==> src/link_sync_params.svh <==
// Purpose: timing and reset constants for the link sync input control block
// Assumes: 40 MHz system clock
// Notes: definitions only
`ifndef LINK_SYNC_PARAMS_SVH
`define LINK_SYNC_PARAMS_SVH
`define CLOCK_PERIOD_NS 25
`define RELEASE_HOLD_NS 50
`define RELEASE_HOLD_CYC ((`RELEASE_HOLD_NS + `CLOCK_PERIOD_NS - 1) / `CLOCK_PERIOD_NS)
`define SYSREF_ALIGN_RST 1'b0
// synchroniser reset: 8b/10b, select one, both requests released, sysref low
`define SYNC_STAGES_RST 5'h0E
`endif

==> src/link_sync_pkg.sv <==
// Purpose: types shared by the link sync input control block
// Assumes: nothing beyond the params header
// Notes: link phase enumeration and grouped status outputs
package link_sync_pkg;
  timeunit 1ns;
  timeprecision 1ps;
  typedef enum logic [1:0] {
    PH_IDLE,
    PH_CGS,
    PH_ILAS,
    PH_DATA
  } link_phase_t;

  typedef struct packed {
    logic cgs_start;
    logic ilas_start;
    logic nco_sync;
    logic sysref_event;
  } link_events_t;
endpackage

==> src/link_sync_input_control.sv <==
// Purpose: selects and conditions the link sync request, sequences CGS and ILAS starts,
//          and turns SYSREF edges into a timing reference event
// Assumes: all pin inputs are asynchronous to clock and are synchronised here
// Notes: a release must stay stable RELEASE_HOLD_CYC cycles before ILAS is started
`include "link_sync_params.svh"

module link_sync_input_control (
  input wire logic clock,
  input wire logic rst,
  input wire logic mode_64b66b,
  input wire logic sync_select,
  input wire logic single_ended_sync_request_n,
  input wire logic differential_marker_input_n,
  input wire logic sysref,
  output link_sync_pkg::link_phase_t phase,
  output link_sync_pkg::link_events_t events
);
  // same time scope as the bench modules around it
  timeunit 1ns;
  timeprecision 1ps;
  import link_sync_pkg::*;

  localparam int HOLD_CYC = `RELEASE_HOLD_CYC;

  // two-stage synchronisers; first stage read only by second stage
  logic [4:0] meta_r, meta_nxt;
  logic [4:0] sync_r, sync_nxt;
  logic sysref_d_r, sysref_d_nxt;
  logic req_d_r, req_d_nxt;

  always_comb begin
    meta_nxt = {mode_64b66b, sync_select, single_ended_sync_request_n,
                differential_marker_input_n, sysref};
    sync_nxt = meta_r;
    sysref_d_nxt = sync_r[0];
  end

  always_ff @(posedge clock) begin
    if (rst) begin
      meta_r <= `SYNC_STAGES_RST; // 8b/10b, so no false step out of idle after reset
      sync_r <= `SYNC_STAGES_RST;
      sysref_d_r <= `SYSREF_ALIGN_RST;
    end else begin
      meta_r <= meta_nxt;
      sync_r <= sync_nxt;
      sysref_d_r <= sysref_d_nxt;
    end
  end

  logic is_64b, sel_diff, req_active;
  always_comb begin
    is_64b = sync_r[4];
    sel_diff = sync_r[3];
    // mux picks one source only, other pin is never looked at
    req_active = sel_diff ? ~sync_r[1] : ~sync_r[2];
  end

  // link phase sequencer
  link_phase_t phase_r, phase_nxt;
  logic [7:0] hold_r, hold_nxt;
  link_events_t ev_r, ev_nxt;

  always_comb begin
    phase_nxt = phase_r;
    hold_nxt = hold_r;
    req_d_nxt = req_active;
    ev_nxt = '0;
    ev_nxt.sysref_event = sync_r[0] & ~sysref_d_r;
    // in 64b/66b a falling request edge only syncs the mixers
    ev_nxt.nco_sync = is_64b & req_active & ~req_d_r;
    if (is_64b) begin
      phase_nxt = PH_DATA;
      hold_nxt = 8'h00;
    end else begin
      case (phase_r)
        PH_IDLE, PH_DATA: begin
          if (req_active) begin
            phase_nxt = PH_CGS;
            ev_nxt.cgs_start = 1'b1;
          end
        end
        PH_CGS: begin
          // glitch filter: release must hold before ILAS begins
          if (req_active) begin
            hold_nxt = 8'h00;
          end else if (hold_r >= 8'(HOLD_CYC - 1)) begin
            phase_nxt = PH_ILAS;
            ev_nxt.ilas_start = 1'b1;
            hold_nxt = 8'h00;
          end else begin
            hold_nxt = hold_r + 8'h01;
          end
        end
        PH_ILAS: begin
          if (req_active) begin
            phase_nxt = PH_CGS;
            ev_nxt.cgs_start = 1'b1;
          end else begin
            phase_nxt = PH_DATA;
          end
        end
        default: phase_nxt = PH_IDLE;
      endcase
    end
  end

  always_ff @(posedge clock) begin
    if (rst) begin
      phase_r <= PH_IDLE;
      hold_r <= 8'h00;
      ev_r <= '0;
      req_d_r <= 1'b0;
    end else begin
      phase_r <= phase_nxt;
      hold_r <= hold_nxt;
      ev_r <= ev_nxt;
      req_d_r <= req_d_nxt;
    end
  end

  assign phase = phase_r;
  assign events = ev_r;
endmodule

==> config.mk <==
export PLATFORM = sky130hd
export DESIGN_NAME = link_sync_input_control
export DESIGN_NICKNAME = d
export VERILOG_FILES = /design/src/link_sync_pkg.sv /design/src/link_sync_input_control.sv
export VERILOG_INCLUDE_DIRS = /design/src
export SDC_FILE = /design/constraint.sdc
export NUM_CORES = 1
export LEC_CHECK = 0
export ABC_CLOCK_PERIOD_IN_PS = 1750
export BUFFER_PORTS_ARGS = -buffer_cell sky130_fd_sc_hd__clkbuf_2
export CORE_MARGIN = 5
export CORE_UTILIZATION = 30
export CTS_CLUSTER_SIZE = 14
export DETAILED_ROUTE_END_ITERATION = 12
export GPL_ROUTABILITY_DRIVEN = 0
export HOLD_SLACK_MARGIN = 0.1
export SYNTH_ARGS = -nofsm -noshare
export SYNTH_HDL_FRONTEND = slang
export SYNTH_SLANG_ARGS = --single-unit
==> constraint.sdc <==
create_clock -name clock -period 1.75 [get_ports clock]
set_input_delay 0.0875 -clock clock [delete_from_list [all_inputs] [get_ports clock]]
set_output_delay 0.0875 -clock clock [all_outputs]
set_load 0.05 [all_outputs]
==> impl_results.html, run 1 <==
<table>
<tr><th>Metric</th><th>Value</th></tr>
<tr><th colspan="2">Logic synthesis</th></tr>
<tr><td>Synthesized flop and latch total</td><td>26</td></tr>
<tr><td>Net Count, Synth</td><td>about 110</td></tr>
<tr><td>Yosys synthesis warning count</td><td>0</td></tr>
<tr><td>Summed instance area of the synthesized netlist</td><td>~0.0010 mm^2</td></tr>
<tr><td>Top cell type by total area after synthesis</td><td>dfxtp_1</td></tr>
<tr><td>FFs w/ async S/R, synth</td><td>0%</td></tr>
<tr><td>Most numerous cell in the Yosys netlist</td><td>dfxtp_1</td></tr>
<tr><td>Yosys top cell area share</td><td>roughly half</td></tr>
<tr><td>Syn avg cell area</td><td>about 10 um^2</td></tr>
<tr><td>Biggest area contributors in the synthesized netlist</td><td>dfxtp_1 52%, ha_1 7.4%, nor2_1 4.5%</td></tr>
<tr><td>Number of synthesized flops with an enable pin</td><td>0</td></tr>
<tr><td>Portion of the post-synthesis area used by sequential elements</td><td>51.55%</td></tr>
<tr><td>Number of instances in the synthesized netlist</td><td>98</td></tr>
<tr><td>Distinct cell type count of the synthesized netlist</td><td>29</td></tr>
<tr><td>Top flip-flop cell by instance count after synthesis</td><td>dfxtp_1</td></tr>
<tr><td>Post-synth top cells</td><td>26 x dfxtp_1, 12 x nor2_1, 6 x ha_1, 6 x nor2b_1, 6 x or2_2</td></tr>
<tr><th colspan="2">Worst hold path</th></tr>
<tr><td>Worst min path class</td><td>in2reg</td></tr>
<tr><th colspan="2">Run status</th></tr>
<tr><td>Status</td><td>finished clean</td></tr>
<tr><th colspan="2">Timing</th></tr>
<tr><td>Max frequency</td><td>611.3 MHz</td></tr>
<tr><td>Endpoints failing setup</td><td>0</td></tr>
<tr><td>Tightest Pin Transition</td><td>around 0.32 ns</td></tr>
<tr><td>Post-route minimum period</td><td>1.636 ns</td></tr>
<tr><td>Share of the clock period used by the worst path</td><td>93.47%</td></tr>
<tr><td>Worst-case headroom to the max-slew limit</td><td>between 70 and 80%</td></tr>
<tr><td>Max Transition Viols Final</td><td>0</td></tr>
<tr><td>Fin. Hold Viols</td><td>0</td></tr>
<tr><td>Post-route worst setup slack</td><td>about 0.11 ns</td></tr>
<tr><td>Worst-case clock skew</td><td>0.003302 ns</td></tr>
<tr><td>Aggregate negative setup slack</td><td>0 ns</td></tr>
<tr><th colspan="2">Setup path</th></tr>
<tr><td>Largest fanout of any net on the critical path</td><td>7</td></tr>
<tr><td>Termination of the worst setup path</td><td>hold_r[4]$_SDFFE_PP0P_</td></tr>
<tr><td>Largest stage delay, worst path</td><td>between 0.3 and 0.4 ns</td></tr>
<tr><td>Register-to-register setup slack</td><td>approximately 0.11 ns</td></tr>
<tr><td>Critical Path RT</td><td>2.01 ns</td></tr>
<tr><td>Cell-by-cell listing of the critical path</td><td>ha_1 -&gt; nor4b_4 -&gt; nand3_1 -&gt; a211o_4 -&gt; nor2_1</td></tr>
<tr><td>First element of the critical path</td><td>hold_r[0]$_SDFFE_PP0P_</td></tr>
<tr><td>Critical-path cell with the highest stage delay</td><td>a211o_4</td></tr>
<tr><td>Category of the worst setup path launch point</td><td>register</td></tr>
<tr><td>Start-to-end type of the worst setup path</td><td>reg2reg</td></tr>
<tr><td>Critical path arrival</td><td>1.89 ns</td></tr>
<tr><td>Kind of end point of the critical path</td><td>register</td></tr>
<tr><td>Worst r2r src</td><td>hold_r[0]$_SDFFE_PP0P_</td></tr>
<tr><td>Endpoint of the worst register-to-register path</td><td>hold_r[4]$_SDFFE_PP0P_</td></tr>
<tr><td>Worst r2r path cells</td><td>5</td></tr>
<tr><th colspan="2">CTS</th></tr>
<tr><td>Maximum buffer depth of the clock tree</td><td>2</td></tr>
<tr><td>Clock buffer count from CTS</td><td>3</td></tr>
<tr><td>Clock tree from TritonCTS</td><td>done</td></tr>
<tr><td>Clock Pin Slew Worst Setup and Hold Paths</td><td>approximately 0.14 ns</td></tr>
<tr><td>CTS H-Tree Depth</td><td>1</td></tr>
<tr><td>Clock root cell</td><td>clkbuf_4</td></tr>
<tr><td>Number of clock sinks</td><td>26</td></tr>
<tr><td>Clock latency at the later pin of the worst-skew pair</td><td>0.31 ns</td></tr>
<tr><th colspan="2">Layout</th></tr>
<tr><td>Antenna diodes</td><td>0</td></tr>
<tr><td>Share of cells above drive strength 1</td><td>between 20% and 30%</td></tr>
<tr><td>Fin area</td><td>0.001240 mm^2</td></tr>
<tr><td>Non-Filler Instances</td><td>166</td></tr>
<tr><td>Number of inserted filler cells in the final layout</td><td>about 330</td></tr>
<tr><td>Area added between synthesis and finish</td><td>22.80%</td></tr>
<tr><td>Total Nets Final</td><td>between 100 and 150</td></tr>
<tr><th colspan="2">Die</th></tr>
<tr><td>Die Height</td><td>between 60 and 70 um</td></tr>
<tr><td>Row Count</td><td>21</td></tr>
<tr><td>Total core area</td><td>~0.0033 mm^2</td></tr>
<tr><td>Initial core utilization</td><td>approximately 31%</td></tr>
<tr><td>Die area</td><td>0.004626 mm^2</td></tr>
<tr><td>Top-level port count</td><td>13</td></tr>
<tr><td>Chip width</td><td>between 60 and 70 um</td></tr>
<tr><th colspan="2">Place</th></tr>
<tr><td>Worst slack at placement</td><td>0.05039 ns</td></tr>
<tr><td>Count of buffers from port buffering</td><td>12</td></tr>
<tr><td>Count of placed standard cells including taps</td><td>~160</td></tr>
<tr><td>DP HPWL</td><td>about 1300 um</td></tr>
<tr><td>Total placed instance area</td><td>0.001127 mm^2</td></tr>
<tr><th colspan="2">Drt</th></tr>
<tr><td>Drt first pass iters</td><td>4</td></tr>
<tr><td>Final wirelength</td><td>1822 um</td></tr>
<tr><td>Routed length per placed instance</td><td>roughly 11 um</td></tr>
<tr><td>Number of DRC markers in iteration 0</td><td>18</td></tr>
<tr><td>DRC violation count after routing</td><td>0</td></tr>
<tr><td>Vias per std cell</td><td>roughly 4.4</td></tr>
<tr><td>Overall via count from detail_route</td><td>732</td></tr>
<tr><td>Antenna-violating nets left</td><td>0</td></tr>
<tr><th colspan="2">Global route</th></tr>
<tr><td>Number of antenna violations at the first check in global routing</td><td>0</td></tr>
<tr><td>Global-route total usage across every layer</td><td>9.001%</td></tr>
<tr><td>Number of global-route vias before repair</td><td>~760</td></tr>
<tr><td>First-pass GRT wire length</td><td>about 3200 um</td></tr>
<tr><td>Final global-route overflow total</td><td>0</td></tr>
<tr><td>Maximum number of pins on one net before global-route repair</td><td>19</td></tr>
<tr><th colspan="2">Job</th></tr>
<tr><td>Max Cap Viol</td><td>0</td></tr>
<tr><th colspan="2">Power and ir drop</th></tr>
<tr><td>Maximum vdd drop</td><td>~0.56 mV</td></tr>
<tr><td>Total Power Consumption</td><td>roughly 1.6 mW</td></tr>
<tr><td>Power density over the cells</td><td>approximately 1300 mW/mm^2</td></tr>
<tr><td>Cell leakage power</td><td>approximately 0.53 nW</td></tr>
</table>
-- placed cells by master (no fill, tap or decap), types with 2 or more instances in the layout --
cell	instances
clkbuf_2	12
inv_1	5
or2_2	6
nand2b_1	2
a21oi_1	4
nand4_1	2
clkbuf_4	3
o22ai_1	2
a31oi_1	2
buf_4	3
nand2_1	2
nand3_1	2
dfxtp_2	2
dlygate4sd3_1	5
nor2_1	12
and3_1	2
nor4_1	3
ha_1	6
dfxtp_1	24
xor2_1	3
nor2b_1	6
-- timing repair --
action,CTS,global route
setup buffers,0,2
hold buffers,5,0
endpoints found under the hold margin,5,0
endpoints found under the setup margin,0,7
gates resized for setup,0,3
-- registers in the layout (all words and copies together) (netlist names) --
signal and flops:
hold_r 8, sysref_d_r 1, meta_r 5, phase 2, req_d_r 1, sync_r 5
events 4
-- worst max-delay path: cells and delay by family (launching register included) --
family / cells / cell delay (ns)
adders and majority gates: 1 / 0.23
and+or+nand+nor: 3 / 0.57
AOI/OAI and AO/OA: 1 / 0.39
DFF: 1 / 0.38
-- power by group --
group | internal [mW] | switching (mW) | total, mW
sequential | 0.647 | 0.0535 | 0.701
combinational | 0.281 | 0.360 | 0.641
clock | 0.127 | 0.169 | 0.296
-- metrics by stage --
step	utilization [%]	hold slack, ns
6_report	37.75	0.1663
5_1_grt	37.75	0.1861
4_1_cts	36.95	0.1444
3_5_place_dp	34.32	0.2742
3_3_place_gp	34.32	0.2725
2_1_floorplan	-	0.1591
-- layout make-up --
| cell class | instances | area [um^2] | share of cell area, % |
|---|---|---|---|
| flip-flops and latches | 26 | 523.0 | 42.18 |
| multi-input cells | 65 | 471.7 | 38.04 |
| repair buffers | 20 | 132.6 | 10.70 |
| well taps | 46 | 57.56 | 4.642 |
| clock buffers | 4 | 36.28 | 2.926 |
| inverters | 5 | 18.77 | 1.514 |
-- worst min path at each step --
stage                           startpoint                    end  cells past startpoint
3_3_place_gp   single_ended_sync_request_n   meta_r[2]$_SDFF_PP1_                      2
3_5_place_dp   single_ended_sync_request_n   meta_r[2]$_SDFF_PP1_                      2
4_1_cts                                rst  phase[1]$_SDFFE_PP0P_                      2
2_1_floorplan                          rst   meta_r[0]$_SDFF_PP0_                      1
5_1_grt                                rst     req_d_r$_SDFF_PP0_                      2
6_report                               rst  phase[1]$_SDFFE_PP0P_                      2
-- metal layers --
layer	global-route usage [%]	vias to the layer above	routed length [um]	part of all wire [%]
met1	10.40	337	759	42
met3	1.970	2	61	3.3
met5	0	-	0	0
met4	2.978	0	13	0.71
li1	-	378	-	-
met2	16.25	15	988	54
-- kinds of logic after synthesis --
group                      count (synthesis)  synth area share, %
and+or+nand+nor                           42                25.65
DFF                                       26                51.55
AOI/OAI and AO/OA                         11                7.187
buffers and inverters                      7                2.602
adders and majority gates                  6                7.435
xor gates and xnor gates                   4                3.470
muxes                                      2                2.107
No activity file was read; power rests on OpenSTA's default activity.
==> run 2, diff against run 1 <==
Settings changed: ABC_AREA from default to 1.
==> run 2 against run 1 <==
Sequential share of layout area grew 1.2 points. Synthesized cell count grew 20%. Cell count grew 9.0%. Synthesized area shrank 1.6%. Combinational power shrank 16%. Clock power grew 37%. Core utilization grew 0.92 points. First-iteration DRC count grew 5.6%. Register-to-register slack gained 0.15 ns. Critical path type unchanged. Largest cell class unchanged.
==> impl_results.html, run 2 <==
<table>
<tr><th>Metric</th><th>Value</th></tr>
<tr><th colspan="2">CTS</th></tr>
<tr><td>Clock Pin Slew Worst Setup and Hold Paths</td><td>0.14 ns (about the same)</td></tr>
<tr><td>Clock root cell</td><td>clkbuf_4</td></tr>
<tr><td>Buffer count from post-CTS setup fixing</td><td>0 (unchanged)</td></tr>
<tr><td>Cts hold-fix bufs</td><td>5 (unchanged)</td></tr>
<tr><td>Clock tree from TritonCTS</td><td>done</td></tr>
<tr><td>Clock latency at the later pin of the worst-skew pair</td><td>0.32 ns (about the same)</td></tr>
<tr><td>Number of clock sinks</td><td>26 (unchanged)</td></tr>
<tr><td>CTS H-Tree Depth</td><td>1 (unchanged)</td></tr>
<tr><td>Maximum buffer depth of the clock tree</td><td>2 (unchanged)</td></tr>
<tr><td>Cts repair resizes</td><td>0 (unchanged)</td></tr>
<tr><td>Clock buffer count from CTS</td><td>3 (unchanged)</td></tr>
<tr><th colspan="2">Setup path</th></tr>
<tr><td>Critical-path cell with the highest stage delay</td><td>ha_1</td></tr>
<tr><td>Kind of end point of the critical path</td><td>register</td></tr>
<tr><td>Critical path arrival</td><td>1.71 ns (-0.18 ns)</td></tr>
<tr><td>Largest stage delay, worst path</td><td>0.38 ns (about the same)</td></tr>
<tr><td>Start-to-end type of the worst setup path</td><td>reg2reg</td></tr>
<tr><td>Critical Path RT</td><td>1.98 ns (-0.03 ns)</td></tr>
<tr><td>Category of the worst setup path launch point</td><td>register</td></tr>
<tr><td>Cell-by-cell listing of the critical path</td><td>inv_1 -&gt; ha_1 -&gt; inv_1 -&gt; nor2_1 -&gt; nand2_2 -&gt; a21oi_1 -&gt; nor2_1</td></tr>
<tr><td>Largest fanout of any net on the critical path</td><td>10 (+3)</td></tr>
<tr><th colspan="2">Layout</th></tr>
<tr><td>Highest-count cells in the layout ignoring fill and taps</td><td>26 x dfxtp_1, 22 x inv_1, 21 x nand2_1, 15 x nor2_1, 12 x clkbuf_2</td></tr>
<tr><td>Register cell area after layout</td><td>520.5 um^2 (-0.48%)</td></tr>
<tr><td>Largest register FFs</td><td>8 (unchanged)</td></tr>
<tr><td>Antenna diodes</td><td>0 (unchanged)</td></tr>
<tr><td>Share of cells above drive strength 1</td><td>20.44% (-5.4 points)</td></tr>
<tr><td>Total Nets Final</td><td>151 (+13%)</td></tr>
<tr><td>Area added between synthesis and finish</td><td>20.78%</td></tr>
<tr><td>Largest registers</td><td>hold_r: 8 flops, meta_r: 5 flops, sync_r: 5 flops</td></tr>
<tr><td>Largest reg by FF count</td><td>hold_r</td></tr>
<tr><td>Number of inserted filler cells in the final layout</td><td>356 (+8.5%)</td></tr>
<tr><td>Area used by multi-input combinational logic</td><td>379.1 um^2 (-20%)</td></tr>
<tr><td>Most common cell after layout, fill and taps aside</td><td>dfxtp_1</td></tr>
<tr><th colspan="2">Die</th></tr>
<tr><td>Die area</td><td>0.004562 mm^2 (-1.4%)</td></tr>
<tr><td>Top-level port count</td><td>13 (unchanged)</td></tr>
<tr><td>Row Count</td><td>20 (-4.8%)</td></tr>
<tr><td>Total core area</td><td>0.003103 mm^2 (-5.5%)</td></tr>
<tr><td>Initial core utilization</td><td>32.02% (+1.3 points)</td></tr>
<tr><td>Die Height</td><td>67.55 um (-0.69%)</td></tr>
<tr><td>Chip width</td><td>67.55 um (-0.69%)</td></tr>
<tr><th colspan="2">Job</th></tr>
<tr><td>Max Cap Viol</td><td>0 (unchanged)</td></tr>
<tr><th colspan="2">Drt</th></tr>
<tr><td>Routed length per placed instance</td><td>8.331 um (-24%)</td></tr>
<tr><td>Number of DRC markers in iteration 0</td><td>19 (+1)</td></tr>
<tr><td>Vias per std cell</td><td>4.133 (-6.3%)</td></tr>
<tr><td>Overall via count from detail_route</td><td>748 (+2.2%)</td></tr>
<tr><td>Final wirelength</td><td>1508 um (-17%)</td></tr>
<tr><td>Drt first pass iters</td><td>4 (unchanged)</td></tr>
<tr><td>Antenna-violating nets left</td><td>0 (unchanged)</td></tr>
<tr><td>DRC violation count after routing</td><td>0 (unchanged)</td></tr>
<tr><th colspan="2">Place</th></tr>
<tr><td>Count of buffers from port buffering</td><td>12 (unchanged)</td></tr>
<tr><td>DP HPWL</td><td>1131 um (-9.8%)</td></tr>
<tr><th colspan="2">Run status</th></tr>
<tr><td>Status</td><td>finished clean</td></tr>
<tr><th colspan="2">Timing</th></tr>
<tr><td>Fin. Hold Viols</td><td>0 (unchanged)</td></tr>
<tr><td>Worst-case headroom to the max-slew limit</td><td>76.09% (-1.6 points)</td></tr>
<tr><td>Tightest hold margin</td><td>0.1075 ns (-0.05877 ns)</td></tr>
<tr><td>Aggregate negative setup slack</td><td>0 ns (unchanged)</td></tr>
<tr><td>Max frequency</td><td>674.8 MHz (+10%)</td></tr>
<tr><td>Worst-case clock skew</td><td>0.003094 ns (-0.0002081 ns)</td></tr>
<tr><td>Tightest Pin Transition</td><td>0.3586 ns (+0.03362 ns)</td></tr>
<tr><td>Endpoints failing setup</td><td>0 (unchanged)</td></tr>
<tr><td>Unrepaired setup endpoints after global routing</td><td>no</td></tr>
<tr><td>Max Transition Viols Final</td><td>0 (unchanged)</td></tr>
<tr><td>Share of the clock period used by the worst path</td><td>84.68% (-8.8 points)</td></tr>
<tr><td>Post-route minimum period</td><td>1.482 ns (-0.1539 ns)</td></tr>
<tr><th colspan="2">Logic synthesis</th></tr>
<tr><td>Post-synth top cells</td><td>26 x dfxtp_1, 22 x inv_1, 21 x nand2_1</td></tr>
<tr><td>Top flip-flop cell by instance count after synthesis</td><td>dfxtp_1</td></tr>
<tr><td>Number of synthesized flops with an enable pin</td><td>0 (unchanged)</td></tr>
<tr><td>Yosys synthesis warning count</td><td>0 (unchanged)</td></tr>
<tr><td>Yosys top cell area share</td><td>52.39% (+0.84 points)</td></tr>
<tr><td>FFs w/ async S/R, synth</td><td>0% (unchanged)</td></tr>
<tr><td>Number of instances in the synthesized netlist</td><td>118 (+20%)</td></tr>
<tr><td>Syn avg cell area</td><td>8.419 um^2 (-18%)</td></tr>
<tr><td>Distinct cell type count of the synthesized netlist</td><td>18 (-38%)</td></tr>
<tr><td>Top cell type by total area after synthesis</td><td>dfxtp_1</td></tr>
<tr><td>Portion of the post-synthesis area used by sequential elements</td><td>52.39% (+0.84 points)</td></tr>
<tr><td>Most numerous cell in the Yosys netlist</td><td>dfxtp_1</td></tr>
<tr><td>Net Count, Synth</td><td>131 (+18%)</td></tr>
<tr><td>Summed instance area of the synthesized netlist</td><td>993.5 um^2 (-1.6%)</td></tr>
<tr><td>Synthesized flop and latch total</td><td>26 (unchanged)</td></tr>
<tr><td>Biggest area contributors in the synthesized netlist</td><td>dfxtp_1 52%, inv_1 8.3%, nand2_1 7.9%</td></tr>
<tr><th colspan="2">Power and ir drop</th></tr>
<tr><td>Logic pwr share</td><td>32.9% (-6.3 points)</td></tr>
<tr><td>Maximum vdd drop</td><td>0.4911 mV (-12%)</td></tr>
<tr><td>Switching power share of the total</td><td>35.14% (-0.42 points)</td></tr>
<tr><td>Seq pwr share</td><td>42.2% (-0.6 points)</td></tr>
<tr><td>Cell leakage power</td><td>0.5758 nW (+8.0%)</td></tr>
<tr><td>Power density over the cells</td><td>1356 mW/mm^2 (+2.6%)</td></tr>
<tr><td>Internal power component</td><td>1.055 mW (about the same)</td></tr>
<tr><td>Clock power share</td><td>24.9% (+6.8 points)</td></tr>
<tr><td>Total Power Consumption</td><td>1.627 mW (-0.68%)</td></tr>
<tr><td>Net Switching</td><td>0.5717 mW (-1.9%)</td></tr>
<tr><th colspan="2">Global route</th></tr>
<tr><td>Met3 track demand over resource</td><td>3.993% (+2.0 points)</td></tr>
<tr><td>Met2 capacity usage during global routing</td><td>13.85% (-2.4 points)</td></tr>
<tr><td>Grt peak-use layer</td><td>met2</td></tr>
<tr><td>First-pass GRT wire length</td><td>2773 um (-13%)</td></tr>
<tr><td>Maximum number of pins on one net before global-route repair</td><td>17 (-2)</td></tr>
<tr><td>Global-route total usage across every layer</td><td>8.140% (-0.86 points)</td></tr>
<tr><td>Final global-route overflow total</td><td>0 (unchanged)</td></tr>
<tr><td>Number of global-route vias before repair</td><td>712 (-6.2%)</td></tr>
<tr><td>Number of antenna violations at the first check in global routing</td><td>0 (unchanged)</td></tr>
<tr><td>Met1 capacity usage during global routing</td><td>8.401% (-2.0 points)</td></tr>
<tr><th colspan="2">Worst hold path</th></tr>
<tr><td>Worst min path class</td><td>in2reg</td></tr>
</table>
==> run 2: cell types whose count changed after synthesis, sizes merged, moves of 3 or more <==
cell | before | now
nand2 | 2 | 25
inv | 5 | 22
nor2b | 6 | 0
nor3 | 1 | 6
nor2 | 12 | 15
nor4 | 4 | 1
==> run 2: metrics by stage <==
stage / setup slack [ns] / utilization (%) / cell area [um^2] / instances
2_1_floorplan: 0.1349 / - / 993.5 / 118
3_3_place_gp: 0.3613 / 35.36 / 1097 / 172
3_5_place_dp: 0.2891 / 35.36 / 1097 / 172
4_1_cts: 0.2644 / 38.67 / 1200 / 181
5_1_grt: 0.1462 / 38.67 / 1200 / 181
6_report: 0.2681 / 38.67 / 1200 / 181
==> run 2: final cells by class <==
cell class	count	area share, %
Sequential cell	26	43.38
Multi-Input combinational cell	68	31.60
Timing Repair Buffer	17	9.176
Inverter	22	6.882
Tap cell	44	4.588
Clock inverter	1	2.503
Clock buffer	3	1.877
==> run 2: worst paths after layout <==
check                        start                    end  slack, ns  cells after the start
max reg2reg  phase[1]$_SDFFE_PP0P_  phase[0]$_SDFFE_PP0P_       0.27                      7
min reg2reg     req_d_r$_SDFF_PP0_   events[1]$_SDFF_PP0_       0.41                      1
max          phase[1]$_SDFFE_PP0P_  phase[0]$_SDFFE_PP0P_       0.27                      7
min                            rst   meta_r[0]$_SDFF_PP0_       0.11                      2
==> run 2: cell families (layout without fill, tap and decap cells) <==
| logic type | count (synthesis) | count (layout) | share of synthesized area (%) |
|---|---|---|---|
| buffers and inverters | 24 | 43 | 9.446 |
| AO/OA/AOI/OAI | 5 | 5 | 3.779 |
| AND/OR/NAND/NOR | 56 | 56 | 25.95 |
| flip-flops | 26 | 26 | 52.39 |
| XOR/XNOR | 1 | 1 | 0.8818 |
| adder cells (fa/ha/maj) | 6 | 6 | 7.556 |
==> run 2: critical path: cells and delay by family (launching register included) <==
kind	cells	cell delay, ns
buffers and inverters	2	0.25
adder cells (fa/ha/maj)	1	0.38
flip-flops	1	0.36
AO/OA/AOI/OAI	1	0.13
AND/OR/NAND/NOR	3	0.27
==> run 2: per-layer routing <==
layer,part of all wire (%),wire length (um)
met1,44,668
met2,49,737
met5,0,0
met4,2.7,40
met3,4.0,61
==> run 2: power groups by stage <==
| stage | Sequential (mW) | Clock [mW] | Combinational [mW] |
|---|---|---|---|
| after floorplan | 0.783 | 0 | 0.349 |
| after global placement | 0.692 | 0 | 0.523 |
| after detailed placement | 0.700 | 0 | 0.530 |
| after CTS | 0.686 | 0.423 | 0.542 |
| after global routing | 0.693 | 0.444 | 0.608 |
| final | 0.686 | 0.405 | 0.536 |
